$ cat src/rtl/mtg_consts.svh
// constants for the measurement trigger gate
`ifndef MTG_CONSTS_SVH
`define MTG_CONSTS_SVH
`define MTG_ADDR_CTRL     4'h0
`define MTG_ADDR_RATE     4'h1
`define MTG_ADDR_CMD      4'h2
`define MTG_ADDR_STATUS   4'h3
`define MTG_ADDR_COUNT    4'h4
`define MTG_ADDR_SAMPLE   4'h8
`define MTG_SAMPLE_SEL_BIT 3
`define MTG_CTRL_EN_BIT   2
`define MTG_CTRL_MODE_LSB 0
`define MTG_CMD_SHOT_BIT  0
`define MTG_RATE_RESET    32'h0000_0064
`define MTG_MAX_CHAIN     8
`define MTG_SYNC_TIMEOUT  16'h0100
`endif

$ cat src/rtl/mtg_pkg.sv
// types for the measurement trigger gate
package mtg_pkg;
    typedef enum logic [1:0] {MTG_MODE_OFF, MTG_MODE_EDGE, MTG_MODE_LEVEL, MTG_MODE_GATE} mtg_mode_t;
    typedef struct packed {
        logic        wr;
        logic        rd;
        logic [3:0]  addr;
        logic [31:0] wdata;
    } mtg_bus_t;
endpackage

$ cat src/rtl/mtg_trigger_gate.sv
// trigger, pacing and chain sync control for measured-value output
//
// Overview of operation
// - in edge mode each rising trigger edge sends exactly one value per channel.
// - edges faster than the data rate resend the latest converted values.
// - in level mode values go out at the data rate while the trigger is high.
// - in gate mode each rising edge toggles sending at the data rate on or off.
// - a software single shot sends one value per channel in any mode.
// - the chain holds at most nine controllers on one timing, positions 0 to 8.
// - sampling timing comes from the channel 1 demodulator, which must be present.
// - all channels are captured on the same sampling instant.
// - a live sync input slaves local timing to the upstream controller.
// - with no sync input activity the controller is the timing master.
//
// The plain strobed port and the placing of the registers were decided locally.
`timescale 1ns/1ns
`default_nettype none
`include "mtg_consts.svh"
module mtg_trigger_gate
    import mtg_pkg::*;
#(
    parameter int CHANNELS = 8,
    parameter int WIDTH    = 24,
    parameter int CHAIN_POS = 0
)
(
    // clock and reset
    input  wire logic                      clk_sys,
    input  wire logic                      sys_rst,
    // register port
    input  wire logic [3:0]                regAddr,
    input  wire logic [31:0]               regWdata,
    input  wire logic                      regWr,
    input  wire logic                      regRd,
    output var  logic [31:0]               regRdata,
    // pins
    input  wire logic                      trigPin,
    input  wire logic                      syncInPin,
    output var  logic                      syncOutPin,
    // converter side
    input  wire logic                      demodPresent,
    input  wire logic [CHANNELS*WIDTH-1:0] convData,
    // stream out
    output var  logic                      sendValid,
    output var  logic [CHANNELS*WIDTH-1:0] sendData,
    output var  logic                      sendDup
);
    localparam int IW = $clog2(CHANNELS);

    // ************************************************************
    // state
    // ************************************************************
    mtg_bus_t                bus;
    mtg_mode_t               mode_ff, nxt_mode;
    logic                    en_ff, nxt_en;
    logic [31:0]             rate_ff, nxt_rate;
    logic [31:0]             div_ff, nxt_div;
    logic                    tick_ff, nxt_tick;
    logic                    gate_ff, nxt_gate;
    logic                    pend_ff, nxt_pend;
    logic                    shot_ff, nxt_shot;
    logic                    fresh_ff, nxt_fresh;
    logic                    trigLast_ff, nxt_trigLast;
    logic                    syncLast_ff, nxt_syncLast;
    logic [15:0]             syncAge_ff, nxt_syncAge;
    logic                    slave_ff, nxt_slave;
    logic                    syncOut_ff, nxt_syncOut;
    logic                    valid_ff, nxt_valid;
    logic                    dup_ff, nxt_dup;
    logic [CHANNELS*WIDTH-1:0] data_ff, nxt_data;
    logic [CHANNELS*WIDTH-1:0] latest_ff, nxt_latest;
    logic [31:0]             cnt_ff, nxt_cnt;
    logic [31:0]             rd_ff, nxt_rd;
    logic                    rdMem_ff, nxt_rdMem;
    logic                    trigLvl, syncLvl;
    logic                    trigRise, syncEdge, sample, fire;
    logic [WIDTH-1:0]        memData;
    logic [CHANNELS*WIDTH-1:0] memLatest;

    assign bus = '{wr: regWr, rd: regRd, addr: regAddr, wdata: regWdata};

    function automatic logic rising(input logic now, input logic last);
        rising = now & ~last;
    endfunction

    // ************************************************************
    // pin synchronisers and sample store
    // ************************************************************
    mtg_sync3 uTrigSync
    (
        .clk_sys (clk_sys),
        .sys_rst (sys_rst),
        .pinIn   (trigPin),
        .levelOut(trigLvl)
    );

    mtg_sync3 uSyncSync
    (
        .clk_sys (clk_sys),
        .sys_rst (sys_rst),
        .pinIn   (syncInPin),
        .levelOut(syncLvl)
    );

    // latest converted values, all channels at once
    mtg_sample_mem #(.CHANNELS(CHANNELS), .WIDTH(WIDTH)) uMem
    (
        .clk_sys(clk_sys),
        .wrAll  (sample),
        .wrData (convData),
        .rdIdx  (bus.addr[IW-1:0]),
        .rdData (memData)
    );

    // ************************************************************
    // timing: local divider or upstream sync
    // ************************************************************
    assign trigRise = rising(trigLvl, trigLast_ff);
    // upstream toggles once per instant, so both edges count
    assign syncEdge = syncLvl ^ syncLast_ff;
    // no sampling without the channel 1 demodulator
    assign sample   = demodPresent & (slave_ff ? syncEdge : tick_ff);

    // divider tick, sync age and sync forward
    always_comb
    begin
        nxt_trigLast = trigLvl;
        nxt_syncLast = syncLvl;
        nxt_tick     = 1'b0;
        nxt_div      = div_ff + 32'h0000_0001;
        if (div_ff >= rate_ff)
        begin
            nxt_div  = 32'h0000_0000;
            nxt_tick = 1'b1;
        end
        // sync input activity ages out to master
        nxt_syncAge = (syncAge_ff == `MTG_SYNC_TIMEOUT) ? syncAge_ff : syncAge_ff + 16'h0001;
        if (syncEdge)
            nxt_syncAge = 16'h0000;
        nxt_slave   = (syncAge_ff != `MTG_SYNC_TIMEOUT);
        // forward the timing downstream
        nxt_syncOut = sample ? ~syncOut_ff : syncOut_ff;
        if (CHAIN_POS >= `MTG_MAX_CHAIN)
            nxt_syncOut = 1'b0;
    end

    // ************************************************************
    // trigger modes and send decision
    // ************************************************************
    // register writes, mode decode and fire
    always_comb
    begin
        nxt_mode  = mode_ff;
        nxt_en    = en_ff;
        nxt_rate  = rate_ff;
        nxt_shot  = 1'b0;
        nxt_gate  = gate_ff;
        nxt_pend  = pend_ff;
        nxt_fresh = fresh_ff | sample;
        fire      = 1'b0;
        if (bus.wr && bus.addr == `MTG_ADDR_CTRL)
        begin
            nxt_mode = mtg_mode_t'(bus.wdata[`MTG_CTRL_MODE_LSB +: 2]);
            nxt_en   = bus.wdata[`MTG_CTRL_EN_BIT];
        end
        if (bus.wr && bus.addr == `MTG_ADDR_RATE)
            nxt_rate = bus.wdata;
        if (bus.wr && bus.addr == `MTG_ADDR_CMD)
            nxt_shot = bus.wdata[`MTG_CMD_SHOT_BIT];
        unique case (mode_ff)
            MTG_MODE_OFF:
                fire = 1'b0;
            MTG_MODE_EDGE:
            begin
                nxt_pend = pend_ff | (trigRise & en_ff);
                fire     = en_ff & pend_ff;
                if (fire)
                    nxt_pend = trigRise;
            end
            MTG_MODE_LEVEL:
                fire = en_ff & trigLvl & sample;
            MTG_MODE_GATE:
            begin
                if (trigRise && en_ff)
                    nxt_gate = ~gate_ff;
                fire = en_ff & gate_ff & sample;
            end
        endcase
        if (shot_ff)
            fire = 1'b1;
        // a send uses up any fresh sample
        if (fire)
            nxt_fresh = 1'b0;
        // mode change clears gate and pending edge
        if (nxt_mode != mode_ff)
        begin
            nxt_gate = 1'b0;
            nxt_pend = 1'b0;
        end
    end

    // ************************************************************
    // output stream and register read
    // ************************************************************
    assign memLatest = sample ? convData : latest_ff;

    // send register, latest set and read mux
    always_comb
    begin
        nxt_valid  = fire;
        nxt_data   = data_ff;
        nxt_dup    = dup_ff;
        nxt_cnt    = cnt_ff;
        // latest set, all channels from one instant
        nxt_latest = memLatest;
        if (fire)
        begin
            nxt_data = memLatest;
            nxt_dup  = ~(fresh_ff | sample);
            nxt_cnt  = cnt_ff + 32'h0000_0001;
        end
        nxt_rdMem = bus.rd && bus.addr[`MTG_SAMPLE_SEL_BIT];
        nxt_rd    = 32'h0000_0000;
        if (bus.rd)
        begin
            unique case (bus.addr)
                `MTG_ADDR_CTRL:   nxt_rd = {29'h0, en_ff, mode_ff};
                `MTG_ADDR_RATE:   nxt_rd = rate_ff;
                `MTG_ADDR_STATUS: nxt_rd = {27'h0, demodPresent, slave_ff, pend_ff, gate_ff, dup_ff};
                `MTG_ADDR_COUNT:  nxt_rd = cnt_ff;
                default:          nxt_rd = 32'h0000_0000;
            endcase
        end
    end

    // register all control and stream state
    always_ff @(posedge clk_sys)
    begin
        if (sys_rst)
        begin
            mode_ff     <= MTG_MODE_OFF;
            en_ff       <= 1'b0;
            rate_ff     <= `MTG_RATE_RESET;
            div_ff      <= 32'h0000_0000;
            tick_ff     <= 1'b0;
            gate_ff     <= 1'b0;
            pend_ff     <= 1'b0;
            shot_ff     <= 1'b0;
            fresh_ff    <= 1'b0;
            trigLast_ff <= 1'b0;
            syncLast_ff <= 1'b0;
            syncAge_ff  <= `MTG_SYNC_TIMEOUT;
            slave_ff    <= 1'b0;
            syncOut_ff  <= 1'b0;
            valid_ff    <= 1'b0;
            dup_ff      <= 1'b0;
            data_ff     <= '0;
            latest_ff   <= '0;
            cnt_ff      <= 32'h0000_0000;
            rd_ff       <= 32'h0000_0000;
            rdMem_ff    <= 1'b0;
        end
        else
        begin
            mode_ff     <= nxt_mode;
            en_ff       <= nxt_en;
            rate_ff     <= nxt_rate;
            div_ff      <= nxt_div;
            tick_ff     <= nxt_tick;
            gate_ff     <= nxt_gate;
            pend_ff     <= nxt_pend;
            shot_ff     <= nxt_shot;
            fresh_ff    <= nxt_fresh;
            trigLast_ff <= nxt_trigLast;
            syncLast_ff <= nxt_syncLast;
            syncAge_ff  <= nxt_syncAge;
            slave_ff    <= nxt_slave;
            syncOut_ff  <= nxt_syncOut;
            valid_ff    <= nxt_valid;
            dup_ff      <= nxt_dup;
            data_ff     <= nxt_data;
            latest_ff   <= nxt_latest;
            cnt_ff      <= nxt_cnt;
            rd_ff       <= nxt_rd;
            rdMem_ff    <= nxt_rdMem;
        end
    end

    // memory reads return zero; the store's own register output is not used
    always_ff @(posedge clk_sys)
    begin
        if (sys_rst)
            regRdata <= 32'h0000_0000;
        else
            regRdata <= nxt_rdMem ? 32'h0000_0000 : nxt_rd;
    end

    assign syncOutPin = syncOut_ff;
    assign sendValid  = valid_ff;
    assign sendData   = data_ff;
    assign sendDup    = dup_ff;
endmodule
`default_nettype wire

$ cat src/rtl/mtg_sync3.sv
// three-stage input synchroniser with agreement check
`timescale 1ns/1ns
`default_nettype none
module mtg_sync3
(
    // clock and reset
    input  wire logic clk_sys,
    input  wire logic sys_rst,
    // pin in, clean level out
    input  wire logic pinIn,
    output var  logic levelOut
);
    logic [2:0] stage_ff;
    logic [2:0] nxt_stage;
    logic       level_ff;
    logic       nxt_level;

    // shift and accept when stages two and three agree
    always_comb
    begin
        nxt_stage = {stage_ff[1:0], pinIn};
        nxt_level = (stage_ff[2] == stage_ff[1]) ? stage_ff[2] : level_ff;
    end

    always_ff @(posedge clk_sys)
    begin
        if (sys_rst)
        begin
            stage_ff <= 3'h0;
            level_ff <= 1'b0;
        end
        else
        begin
            stage_ff <= nxt_stage;
            level_ff <= nxt_level;
        end
    end

    assign levelOut = level_ff;
endmodule
`default_nettype wire

$ cat src/rtl/mtg_sample_mem.sv
// per-channel sample store with registered read
`timescale 1ns/1ns
`default_nettype none
module mtg_sample_mem
#(
    parameter int CHANNELS = 8,
    parameter int WIDTH    = 24
)
(
    // clock
    input  wire logic                        clk_sys,
    // write side, all channels at once
    input  wire logic                        wrAll,
    input  wire logic [CHANNELS*WIDTH-1:0]   wrData,
    // read side
    input  wire logic [$clog2(CHANNELS)-1:0] rdIdx,
    output var  logic [WIDTH-1:0]            rdData
);
    logic [WIDTH-1:0] mem_ff [CHANNELS];
    logic [WIDTH-1:0] rd_ff;

    // capture every channel on the same edge
    always_ff @(posedge clk_sys)
    begin
        for (int i = 0; i < CHANNELS; i++)
        begin
            if (wrAll)
                mem_ff[i] <= wrData[i*WIDTH +: WIDTH];
        end
        rd_ff <= mem_ff[rdIdx];
    end

    assign rdData = rd_ff;
endmodule
`default_nettype wire

$ cat config.mk
export PLATFORM = sky130hd
export DESIGN_NAME = mtg_trigger_gate
export DESIGN_NICKNAME = d
export VERILOG_FILES = /design/src/rtl/mtg_pkg.sv /design/src/rtl/mtg_trigger_gate.sv /design/src/rtl/mtg_sync3.sv /design/src/rtl/mtg_sample_mem.sv
export VERILOG_INCLUDE_DIRS = /design/src /design/src/rtl
export SDC_FILE = /design/constraint.sdc
export NUM_CORES = 1
export LEC_CHECK = 0
export ABC_AREA = 1
export BUFFER_PORTS_ARGS = -buffer_cell sky130_fd_sc_hd__buf_4
export CAP_MARGIN = 30
export CORE_ASPECT_RATIO = 0.7
export CORE_UTILIZATION = 25
export DETAILED_ROUTE_END_ITERATION = 10
export GPL_ROUTABILITY_DRIVEN = 0
export PLACE_DENSITY = 0.47
export SYNTH_ARGS = -nofsm -noshare
export SYNTH_HDL_FRONTEND = slang
export SYNTH_SLANG_ARGS = --single-unit
export TNS_END_PERCENT = 20
$ cat constraint.sdc
create_clock -name clk_sys -period 4.49 [get_ports clk_sys]
set_input_delay 0.2245 -clock clk_sys [delete_from_list [all_inputs] [get_ports clk_sys]]
set_output_delay 0.2245 -clock clk_sys [all_outputs]
set_load 0.02 [all_outputs]
==> results by group, run 1 <==
Cells and area
  – Filler instances: 8930
  – Proportion of layout cells with a drive suffix above 1: 16.77%
  – Area added between synthesis and finish: 41.11%
  – Post-layout nets: 3748
  – Core utilization of the finished layout: 35.96%
  – Final non-filler cell area: 29940 um2

Clock network
  – Clock tree from TritonCTS: done
  – CTS hold repair buffers: 228
  – H-tree depth: 2
  – Worst-case clock buffer depth: 3
  – Clock root buffer master: clkbuf_16
  – Setup bufs post-CTS: 0
  – Number of sinks driven by the clock tree: 550
  – Clock transition at the registers of the reported paths: 0.06 ns
  – Insertion delay to the later sink of the worst-skew pair: 0.65 ns
  – Inserted Clock Buffers: 58
  – Quantity of gates resized following cts: 0

Timing
  – Relative slew slack: 37.44%
  – Clock Skew: 0.03246 ns
  – Unrepaired setup endpoints after global routing: false
  – Peak Freq: 341.2 MHz
  – Number of max-slew violations in the final report: 0
  – Fin crit share: 65.28%
  – Final-report hold violation count: 0
  – Count of endpoints failing setup in the final report: 0
  – Final critical-path setup slack: 1.559 ns
  – Final sum of negative setup slack: 0 ns
  – Clock period minus final worst setup slack: 2.931 ns
  – Slew of the pin with the lowest slew margin: 0.9358 ns

Logic synthesis
  – Most instantiated library cell after synthesis: nand2_1
  – Share of Yosys cell area claimed by the top area cell type: 51.90%
  – Syn Std Cell Area: 21210 um2
  – Leading post-synthesis cells by cell area: dfxtp_1 52%, nand2_1 12%, nor2_1 7.0%
  – Post-synth net total: 3120
  – Synth Warn #: 0
  – Ys async rst share: 0%
  – Cell taking the most area after synthesis: dfxtp_1
  – Dominant register cell in the synthesized netlist: dfxtp_1
  – Sequential cell area fraction in the yosys report: 51.90%
  – Avg Inst Size Synth: 7.446 um2
  – Synthesized flop and latch total: 550
  – Distinct cells, synth: 34
  – Number of enable-type register cells in the synthesized netlist: 0
  – Synthesized netlist cell count: 2849
  – Top cells by count, synth: 655 x nand2_1, 550 x dfxtp_1, 397 x nor2_1, 362 x inv_1, 286 x o21ai_0

Critical path
  – Type of the worst setup path: reg2reg
  – Highest net fanout along the worst path: 102
  – Worst setup slack for register-to-register paths: 1.56 ns
  – Critical Path AT: 3.49 ns
  – Crit start category: flop
  – Worst path required time: 5.05 ns
  – Critical Path End Type: flop

Power and ir drop
  – Power consumption: 11.71 mW
  – Sequential power share: 44.8%
  – Clock network fraction of design power: 42.8%
  – PD cells: 391.1 nW/um2
  – Internal power summed over all cells: 8.661 mW
  – Switching share of total power: 26.03%
  – Cell leakage power: 12.92 nW
  – Net load switching power: 3.048 mW
  – Portion of total power attributed to combinational logic: 12.4%
  – Worst VDD drop: 0.2563 mV

Floorplanning
  – CORE AREA: 83240 um2
  – Effective utilization at floorplan: 25.49%
  – Number of placed I/O pins: 462
  – Height of the die: 245.7 um
  – Area enclosed by the die boundary: 86040 um2
  – Std-Cell Rows: 88
  – Die Wd: 350.2 um

Place
  – Worst Setup Slack post-DPL: 1.430 ns
  – Dpl hpwl: 47490 um
  – Placement-stage cell area: 25680 um2
  – Number of port buffers: 461

Global routing
  – Global Route Usage Sum: 15.70%
  – Vias in the first global route: 18195
  – Antenna violations before repair: 15
  – Global-route wire length before repair: 106300 um
  – Largest net degree at the start of global routing: 173
  – Total congestion overflow: 0

Flow run
  – Max-cap violations: 0

Hold path
  – Type of the tightest min-delay check: in2reg

Drt
  – First DRT Iteration DRCs: 1071
  – Wirelength per Cell: 14.88 um
  – Average vias per placed instance: 4.149
  – First drt pass iteration count: 7
  – Drt drc: 0
  – Number of nets with antenna violations after detailed routing: 0
  – Post-detailed-routing wire length: 69210 um
  – Vias: 19299

Outcome
  – Run status: finished clean
## layout make-up
class	count	area, um2	share of cell area [%]
Sequential cell	550	11010	36.78
Multi-Input combinational cell	1793	8252	27.57
Timing Repair Buffer	708	5917	19.77
Clock buffer	78	1688	5.638
Tap cell	1125	1408	4.702
Inverter	366	1374	4.589
Clock inverter	23	266.5	0.8903
Antenna cell	8	20.02	0.06688
## path summary, 6_finish.rpt
check / end / startpoint / depth (start not counted)
worst max-delay path: sendData[20]$_SDFFE_PP0P_ / slave_ff$_SDFF_PP0_ / 8
worst min-delay path: latest_ff[135]$_SDFF_PP0_ / convData[135] / 3
worst max register to register: sendData[20]$_SDFFE_PP0P_ / slave_ff$_SDFF_PP0_ / 8
worst min register to register: uTrigSync.stage_ff[1]$_SDFF_PP0_ / uTrigSync.stage_ff[0]$_SDFF_PP0_ / 2
## flip-flops by register name (all words and copies together) (netlist names), 2 cells and up, named ones only
signal and cells:
cnt_ff 32, div_ff 32, latest_ff 192, mode_ff 2, rate_ff 32, regRdata 32, sendData 192, syncAge_ff 16
uSyncSync.stage_ff 3, uTrigSync.stage_ff 3
## kinds of logic (layout without fill, tap and decap cells)
family | after synthesis | count (layout) | share of synthesized area [%]
AO/OA/AOI/OAI | 564 | 564 | 13.64
XOR/XNOR | 37 | 37 | 1.528
adder cells (fa/ha/maj) | 36 | 36 | 2.123
buffers and inverters | 506 | 1175 | 9.354
flip-flops | 550 | 550 | 51.90
other | 0 | 8 | 0
AND/OR/NAND/NOR | 1156 | 1156 | 21.45
## cells in the final DEF, fill, tap and decap left out, types with 3 or more instances in the layout
| cell | count |
|---|---|
| clkbuf_1 | 5 |
| diode_2 | 8 |
| clkinv_2 | 10 |
| dfxtp_1 | 550 |
| xor2_1 | 23 |
| nor2_4 | 3 |
| dlygate4sd3_1 | 228 |
| o21ai_0 | 286 |
| o21ai_1 | 150 |
| o211ai_1 | 3 |
| xnor2_1 | 14 |
| a21oi_1 | 95 |
| clkbuf_16 | 59 |
| clkinvlp_4 | 3 |
| ha_1 | 36 |
| nand4_1 | 29 |
| bufinv_16 | 5 |
| nand3_1 | 41 |
| nand2_1 | 655 |
| nand3b_1 | 6 |
| o22ai_1 | 22 |
| inv_2 | 4 |
| nor3_1 | 15 |
| nor2_1 | 397 |
| nor3b_1 | 3 |
| buf_4 | 477 |
| clkbuf_8 | 15 |
| clkinv_4 | 3 |
| inv_1 | 361 |
## per-stage QoR
step,hold slack (ns),cells
after global routing,0.01690,4649
final,0.03542,4651
after floorplan,0.3315,2849
after global placement,0.3969,4314
after CTS,0.004585,4643
after detailed placement,0.3959,4314
## worst max-delay path, stage by stage, from the launching register on
cell and delay, ns:
dfxtp_1 0.35, nor2_1 0.05, nor2_1 0.27, nand2_8 0.25
o21bai_4 0.19, buf_4 0.44, nand2_8 0.53, buf_4 0.48
o21ai_1 0.18
## per-layer routing
layer,vias to the layer above,global-route usage [%],wire [um]
met4,10,3.535,1183
met2,470,21.26,25980
met1,8520,23.51,36120
met3,92,5.068,5862
li1,10207,-,-
met5,-,0,60
## power groups by stage
stage               logic, mW  clock network [mW]  registers (mW)
finish                   1.45                5.01            5.25
global route             1.69                5.39            5.27
CTS                      1.47                5.19            5.25
detailed placement       1.30                   0            5.36
global placement         1.30                   0            5.35
floorplan               0.879                   0            5.35
(Power assumes the default switching activity.)
==> run 2, diff against run 1 <==
- clock period: 4.49 -> 2.9 ns (I/O delays scaled with it)
==> run 2 against run 1 <==
  * Final area grew 1.8%
  * Critical path depth up 1
  * Largest cell class unchanged
  * Die area unchanged
==> results by group, run 2 (synthesized netlist as in run 1, its figures left out) <==
Drt
  – Average vias per placed instance: 4.189 (was 4.149)
  – Number of nets with antenna violations after detailed routing: 0 (unchanged)
  – First drt pass iteration count: 5 (was 7)
  – First DRT Iteration DRCs: 1170 (was 1071)
  – Post-detailed-routing wire length: 70090 um (was 69210 um)
  – Wirelength per Cell: 14.91 um (was 14.88 um)
  – Drt drc: 0 (unchanged)
  – Vias: 19683 (was 19299)

Place
  – Inst Count DP: 4321 (was 4314)
  – Worst Setup Slack post-DPL: 0.7125 ns (was 1.430 ns)
  – Number of port buffers: 461 (unchanged)
  – Dpl hpwl: 48480 um (was 47490 um)
  – Placement-stage cell area: 25800 um2 (was 25680 um2)

Timing
  – Final hold slack: 0.09122 ns (was 0.03542 ns)
  – Count of endpoints failing setup in the final report: 0 (unchanged)
  – Unrepaired setup endpoints after global routing: false (unchanged)
  – Final sum of negative setup slack: 0 ns (unchanged)
  – Peak Freq: 428.5 MHz
  – Clock Skew: 0.03418 ns (was 0.03246 ns)
  – Final-report hold violation count: 0 (unchanged)
  – Final critical-path setup slack: 0.5660 ns (was 1.559 ns)
  – Clock period minus final worst setup slack: 2.334 ns
  – Fin crit share: 80.48%
  – Slew of the pin with the lowest slew margin: 0.9531 ns (was 0.9358 ns)
  – Relative slew slack: 36.46% (was 37.44%)
  – Number of max-slew violations in the final report: 0 (unchanged)

Cells and area
  – Most common cell after layout, fill and taps aside: nand2_1 (unchanged)
  – Area of all sequential standard cells: 11010 um2 (unchanged)
  – Area of the multi-input gates: 8252 um2 (unchanged)
  – Final non-filler cell area: 30470 um2 (was 29940 um2)
  – Most frequent cells in the layout: 655 x nand2_1, 550 x dfxtp_1, 479 x buf_4 (was 655 x nand2_1, 550 x dfxtp_1, 477 x buf_4)
  – Area added between synthesis and finish: 43.63% (was 41.11%)
  – Proportion of layout cells with a drive suffix above 1: 16.61% (was 16.77%)
  – Post-layout instance count excluding filler cells: 4699 (was 4651)
  – Post-layout nets: 3792 (was 3748)
  – Filler instances: 8916 (was 8930)
  – Core utilization of the finished layout: 36.60% (was 35.96%)

Floorplanning
  – Area enclosed by the die boundary: 86040 um2 (unchanged)
  – CORE AREA: 83240 um2 (unchanged)
  – Std-Cell Rows: 88 (unchanged)
  – Number of placed I/O pins: 462 (unchanged)
  – Die Wd: 350.2 um (unchanged)
  – Height of the die: 245.7 um (unchanged)
  – Effective utilization at floorplan: 25.49% (unchanged)

Clock network
  – CTS hold repair buffers: 265 (was 228)
  – Worst-case clock buffer depth: 3 (unchanged)
  – H-tree depth: 2 (unchanged)
  – Setup bufs post-CTS: 0 (unchanged)
  – Number of sinks driven by the clock tree: 550 (unchanged)
  – Clock transition at the registers of the reported paths: 0.06 ns (about the same)
  – Clock root buffer master: clkbuf_16 (unchanged)
  – Quantity of gates resized following cts: 0 (unchanged)
  – Insertion delay to the later sink of the worst-skew pair: 0.64 ns (was 0.65 ns)
  – Clock tree from TritonCTS: done (unchanged)
  – Inserted Clock Buffers: 58 (unchanged)

Critical path
  – Worst path required time: 3.48 ns (was 5.05 ns)
  – Critical Path End Type: flop (unchanged)
  – Critical Path AT: 2.92 ns (was 3.49 ns)
  – Depth of the most critical reg-to-reg path: 8 (unchanged)
  – Worst r2r dst: latest_ff[106]$_SDFF_PP0_ (was sendData[20]$_SDFFE_PP0P_)
  – Worst setup slack for register-to-register paths: 0.66 ns (was 1.56 ns)
  – Reg-to-reg startpoint: uSyncSync.levelOut$_SDFFE_PP0N_ (was slave_ff$_SDFF_PP0_)
  – Highest net fanout along the worst path: 16 (was 102)
  – Crit start category: input port (was flop)
  – Type of the worst setup path: in2reg (was reg2reg)

Global routing
  – GRT Max-Usage Layer: met1 (unchanged)
  – Met2 demand-to-capacity share in global routing: 21.64% (was 21.26%)
  – Global routing usage on met3: 5.620% (was 5.068%)
  – Global-route wire length before repair: 107300 um (was 106300 um)
  – Global Route Usage Sum: 15.92% (was 15.70%)
  – Vias in the first global route: 18418 (was 18195)
  – Total congestion overflow: 0 (unchanged)
  – Met1 global-route usage: 23.49% (was 23.51%)
  – Antenna violations before repair: 20 (was 15)
  – Largest net degree at the start of global routing: 130 (was 173)

Hold path
  – Worst hold endpoint: regRdata[4]$_SDFF_PP0_ (was latest_ff[135]$_SDFF_PP0_)
  – Critical hold path startpoint: demodPresent (was convData[135])
  – Worst Hold Depth: 5 (was 3)
  – Type of the tightest min-delay check: in2reg (unchanged)

Power and ir drop
  – Cell leakage power: 13.20 nW (was 12.92 nW)
  – Power consumption: 18.35 mW (was 11.71 mW)
  – PD cells: 602.3 nW/um2 (was 391.1 nW/um2)
  – Worst VDD drop: 0.4643 mV (was 0.2563 mV)

Outcome
  – Run status: finished clean (unchanged)

Flow run
  – Max-cap violations: 0 (unchanged)
run 2: cell types whose count changed in the layout (fill, tap and decap cells not counted):
cell / delta
dlygate4sd3_1: +37
clkbuf_1: +8
buf_12: +4
clkinv_2: -4
clkbuf_8: +3
clkinv_4: -3
buf_4: +2
buf_16: +1
bufinv_16: +1
clkinvlp_4: -1
diode_2: +1
inv_6: -1
run 2: where the power goes:
| group | internal [mW] | leakage (nW) | switching [mW] |
|---|---|---|---|
| Clock | 4.68 | 0.978 | 3.21 |
| Combinational | 0.997 | 7.77 | 1.35 |
| Sequential | 8.00 | 4.46 | 0.123 |
run 2: how the worst max path moves through the flow:
stage | startpoint | end | slack (ns) | cells past startpoint
after global placement | uSyncSync.levelOut$_SDFFE_PP0N_ | sendData[127]$_SDFFE_PP0P_ | 0.73 | 8
after detailed placement | uSyncSync.levelOut$_SDFFE_PP0N_ | sendData[114]$_SDFFE_PP0P_ | 0.71 | 8
after global routing | uSyncSync.levelOut$_SDFFE_PP0N_ | latest_ff[119]$_SDFF_PP0_ | 0.39 | 8
after CTS | uSyncSync.levelOut$_SDFFE_PP0N_ | latest_ff[115]$_SDFF_PP0_ | 0.65 | 8
final | regAddr[2] | rate_ff[5]$_SDFFE_PP1P_ | 0.57 | 9
after floorplan | rate_ff[15]$_SDFFE_PP0P_ | div_ff[10]$_SDFF_PP0_ | 1.19 | 12
run 2: critical path, cell delays in order:
cell and delay, ns:
dlygate4sd3_1 0.58, buf_4 0.23, nor2_2 0.20, nand3_1 0.23, nor2_4 0.25, nand2_1 0.08
dlygate4sd3_1 0.56, o211ai_1 0.08, dlygate4sd3_1 0.56
run 2: layer usage:
| layer | part of all wire [%] | wire length (um) | up-vias |
|---|---|---|---|
| met4 | 1.6 | 1141 | 20 |
| met2 | 38 | 26590 | 523 |
| met3 | 9.4 | 6591 | 83 |
| li1 | - | - | 10320 |
| met1 | 51 | 35630 | 8737 |
| met5 | 0.18 | 126 | - |
run 2: area by class of cell:
cell class,instances,share of cell area [%]
Multi-Input combinational cell,1793,27.08
Sequential cell,550,36.14
Timing Repair Buffer,752,21.04
Tap cell,1125,4.620
Inverter,366,4.509
Clock inverter,15,0.7679
Antenna cell,9,0.07392
Clock buffer,89,5.774
==> run 3, diff against run 2 <==
- ABC_AREA: 1 -> 0
- clock period: 2.9 -> 2.35 ns (I/O delays scaled with it)
==> run 3 against run 2 <==
  * Non-clock buffer count is 11 higher
  * Register-to-register slack lost 0.46 ns
  * Critical path depth is the same
  * Clock-buffer cell count decreased by 6
  * Utilization increased by 0.053 points
  * Die area down 2.5%
  * Worst hold slack better by 0.045 ns
  * Total power is 16% higher
  * Critical endpoint is now mode_ff[0]$_SDFF_PP0_
  * Largest power group unchanged
==> results by group, run 3 <==
Logic synthesis
  – Synthesized netlist cell count: 2156 (was 2849)
  – Leading post-synthesis cells by cell area: dfxtp_1 53%, mux2i_1 9.4%, nor2_1 8.2% (was dfxtp_1 52%, nand2_1 12%, nor2_1 7.0%)
  – Cell taking the most area after synthesis: dfxtp_1 (unchanged)
  – Post-synth net total: 2427 (was 3120)
  – Sequential cell area fraction in the yosys report: 53.23% (was 51.90%)
  – Ys async rst share: 0% (unchanged)
  – Top cells by count, synth: 550 x dfxtp_1, 453 x nor2_1, 194 x a211oi_1, 194 x mux2i_1, 111 x nand2_1 (was 655 x nand2_1, 550 x dfxtp_1, 397 x nor2_1, 362 x inv_1, 286 x o21ai_0)
  – Synth Warn #: 0 (unchanged)
  – Synthesized flop and latch total: 550 (unchanged)
  – Share of Yosys cell area claimed by the top area cell type: 53.23% (was 51.90%)
  – Avg Inst Size Synth: 9.594 um2 (was 7.446 um2)
  – Dominant register cell in the synthesized netlist: dfxtp_1 (unchanged)
  – Distinct cells, synth: 58 (was 34)
  – Most instantiated library cell after synthesis: dfxtp_1 (was nand2_1)
  – Number of enable-type register cells in the synthesized netlist: 0 (unchanged)
  – Syn Std Cell Area: 20680 um2 (was 21210 um2)

Place
  – Number of port buffers: 461 (unchanged)
  – Placement-stage cell area: 25410 um2 (was 25800 um2)
  – Dpl hpwl: 43740 um (was 48480 um)

Floorplanning
  – Std-Cell Rows: 87 (was 88)
  – Die Wd: 345.8 um (was 350.2 um)
  – Area enclosed by the die boundary: 83910 um2 (was 86040 um2)
  – CORE AREA: 81210 um2 (was 83240 um2)
  – Number of placed I/O pins: 462 (unchanged)
  – Effective utilization at floorplan: 25.47% (was 25.49%)
  – Height of the die: 242.7 um (was 245.7 um)

Power and ir drop
  – Clock network fraction of design power: 42.5% (was 43.0%)
  – Cell leakage power: 11.22 nW (was 13.20 nW)
  – Sequential power share: 46.3% (was 44.3%)
  – Internal power summed over all cells: 15.96 mW (was 13.67 mW)
  – Portion of total power attributed to combinational logic: 11.1% (was 12.8%)
  – Worst VDD drop: 0.5836 mV (was 0.4643 mV)
  – Net load switching power: 5.300 mW (was 4.681 mW)
  – Switching share of total power: 24.93% (was 25.51%)
  – PD cells: 714.1 nW/um2 (was 602.3 nW/um2)

Timing
  – Relative slew slack: 36.07% (was 36.46%)
  – Peak Freq: 459.8 MHz
  – Slew of the pin with the lowest slew margin: 0.9590 ns (was 0.9531 ns)
  – Count of endpoints failing setup in the final report: 0 (unchanged)
  – Unrepaired setup endpoints after global routing: false (unchanged)
  – Number of max-slew violations in the final report: 0 (unchanged)
  – Clock Skew: 0.05480 ns (was 0.03418 ns)
  – Fin crit share: 92.55%
  – Final sum of negative setup slack: 0 ns (unchanged)
  – Final-report hold violation count: 0 (unchanged)
  – Clock period minus final worst setup slack: 2.175 ns

Critical path
  – Critical-path cell list: dlygate4sd3_1 > buf_4 > nor2_1 > nand3b_1 > nor2_1 > nand2_1 > dlygate4sd3_1 > a21oi_1 > dlygate4sd3_1 (was dlygate4sd3_1 > buf_4 > nor2_2 > nand3_1 > nor2_4 > nand2_1 > dlygate4sd3_1 > o211ai_1 > dlygate4sd3_1)
  – Worst path required time: 2.93 ns (was 3.48 ns)
  – Most common cell type on the critical path: dlygate4sd3_1 (unchanged)
  – Standard cell with the maximum stage delay on the critical path: dlygate4sd3_1 (unchanged)
  – Critical Path End Type: flop (unchanged)
  – Top delay family on crit path: buffers and inverters (unchanged)
  – Max incr delay on CP: 0.58 ns (about the same)
  – Depth of the most critical reg-to-reg path: 6 (was 8)
  – Critical Path AT: 2.75 ns (was 2.92 ns)
  – Worst r2r dst: cnt_ff[24]$_SDFFE_PP0P_ (was latest_ff[106]$_SDFF_PP0_)
  – Crit start category: input port (unchanged)
  – Highest net fanout along the worst path: 7 (was 16)
  – Reg-to-reg startpoint: cnt_ff[3]$_SDFFE_PP0P_ (was uSyncSync.levelOut$_SDFFE_PP0N_)
  – Buf/Inv on CP: 4 (unchanged)
  – Type of the worst setup path: in2reg (unchanged)
  – Worst setup slack for register-to-register paths: 0.20 ns (was 0.66 ns)

Global routing
  – Vias in the first global route: 17937 (was 18418)
  – Global Route Usage Sum: 14.71% (was 15.92%)
  – GRT Max-Usage Layer: met2 (was met1)
  – Met2 demand-to-capacity share in global routing: 23.95% (was 21.64%)
  – Total congestion overflow: 0 (unchanged)
  – Global-route wire length before repair: 99910 um (was 107300 um)
  – Global routing usage on met3: 4.207% (was 5.620%)
  – Met1 global-route usage: 18.57% (was 23.49%)
  – Antenna violations before repair: 8 (was 20)
  – Largest net degree at the start of global routing: 173 (was 130)

Cells and area
  – Proportion of layout cells with a drive suffix above 1: 22.20% (was 16.61%)
  – Most common cell after layout, fill and taps aside: dfxtp_1 (was nand2_1)
  – Most frequent cells in the layout: 550 x dfxtp_1, 500 x buf_4, 453 x nor2_1 (was 655 x nand2_1, 550 x dfxtp_1, 479 x buf_4)
  – Area of the multi-input gates: 8786 um2 (was 8252 um2)
  – Filler instances: 8124 (was 8916)
  – Final non-filler cell area: 29770 um2 (was 30470 um2)
  – Area added between synthesis and finish: 43.92% (was 43.63%)
  – Area of all sequential standard cells: 11010 um2 (unchanged)
  – Post-layout nets: 3096 (was 3792)

Clock network
  – Inserted Clock Buffers: 58 (unchanged)
  – Worst-case clock buffer depth: 3 (unchanged)
  – Number of sinks driven by the clock tree: 550 (unchanged)
  – H-tree depth: 2 (unchanged)
  – Insertion delay to the later sink of the worst-skew pair: 0.64 ns (about the same)
  – Clock tree from TritonCTS: done (unchanged)
  – Clock transition at the registers of the reported paths: 0.06 ns (about the same)
  – Clock root buffer master: clkbuf_16 (unchanged)

Hold path
  – Type of the tightest min-delay check: in2reg (unchanged)
  – Worst hold endpoint: regRdata[1]$_SDFF_PP0_ (was regRdata[4]$_SDFF_PP0_)
  – Worst Hold Depth: 4 (was 5)
  – Critical hold path startpoint: regAddr[0] (was demodPresent)

Outcome
  – Run status: finished clean (unchanged)

Flow run
  – Max-cap violations: 0 (unchanged)

Drt
  – Wirelength per Cell: 16.12 um (was 14.91 um)
  – Number of nets with antenna violations after detailed routing: 0 (unchanged)
  – First drt pass iteration count: 5 (unchanged)
  – Vias: 17707 (was 19683)
  – First DRT Iteration DRCs: 943 (was 1170)
  – Post-detailed-routing wire length: 63560 um (was 70090 um)
  – Average vias per placed instance: 4.491 (was 4.189)
  – Drt drc: 0 (unchanged)
## run 3: cell families after synthesis
| kind of cell | share of synthesized area, % |
|---|---|
| and+or+nand+nor | 16.04 |
| xor gates and xnor gates | 2.117 |
| buffers and inverters | 4.567 |
| adders and majority gates | 2.178 |
| AOI/OAI and AO/OA | 12.26 |
| DFF | 53.23 |
| muxes | 9.606 |
## run 3: how the worst max path moves through the flow
stage                                                from                          to  slack [ns]  depth (start not counted)
final                                          regAddr[2]       mode_ff[0]$_SDFF_PP0_        0.17                          9
after global placement    uSyncSync.levelOut$_SDFFE_PP0N_  sendData[170]$_SDFFE_PP0P_        0.19                          6
after global routing               cnt_ff[3]$_SDFFE_PP0P_     cnt_ff[24]$_SDFFE_PP0P_        0.04                          6
after floorplan                  rate_ff[29]$_SDFFE_PP0P_       div_ff[10]$_SDFF_PP0_        0.24                          7
after CTS                 uSyncSync.levelOut$_SDFFE_PP0N_  sendData[182]$_SDFFE_PP0P_        0.09                          6
after detailed placement  uSyncSync.levelOut$_SDFFE_PP0N_  sendData[182]$_SDFFE_PP0P_        0.14                          6
## run 3: layout make-up
| class | instances | share of cell area [%] |
|---|---|---|
| timing repair buffer | 763 | 22.10 |
| multi-input combinational | 1406 | 29.52 |
| clock buffer | 83 | 5.628 |
| tap | 1068 | 4.489 |
| antenna | 6 | 0.05044 |
| sequential | 550 | 36.99 |
| clock inverter | 21 | 0.6515 |
| inverter | 46 | 0.5801 |
## run 3: per-layer routing
layer / vias to the layer above / share of wire [%] / routed length [um]
met1: 8333 / 44 / 28010
met3: 104 / 6.8 / 4329
met4: 4 / 2.9 / 1829
met2: 404 / 46 / 29370
li1: 8862 / - / -
met5: - / 0.042 / 27
## run 3: power by group through the flow
stage	sequential (mW)	combinational (mW)	clock, mW
after CTS	9.85	2.37	9.42
after global routing	9.89	2.59	9.79
after global placement	10.0	1.97	0
after detailed placement	10.1	2.02	0
final	9.85	2.36	9.04
after floorplan	10.0	1.32	0
## run 3: worst min-delay path: stages
cell and delay, ns:
buf_4 0.11, and3_1 0.28, a222oi_1 0.12, nor2_1 0.10
## run 3: timing repair
item,4_1_cts,5_1_grt
endpoints found under the hold margin,456,0
buffers inserted,0,2
hold buffers,243,0
setup endpoints to repair,0,44
resized for setup,0,3
## run 3: stage by stage
step | worst slack, ns | cells | hold WS (ns) | util [%] | total power [mW]
global placement | 0.1856 | 3587 | 0.3460 | 31.30 | 12.02
detailed placement | 0.1423 | 3587 | 0.3455 | 31.30 | 12.08
finish | 0.1750 | 3943 | 0.1366 | 36.66 | 21.26
global route | 0.04261 | 3943 | 0.1516 | 36.66 | 22.27
CTS | 0.08538 | 3934 | 0.09047 | 36.59 | 21.64
floorplan | 0.2377 | 2156 | 0.2358 | - | 11.36
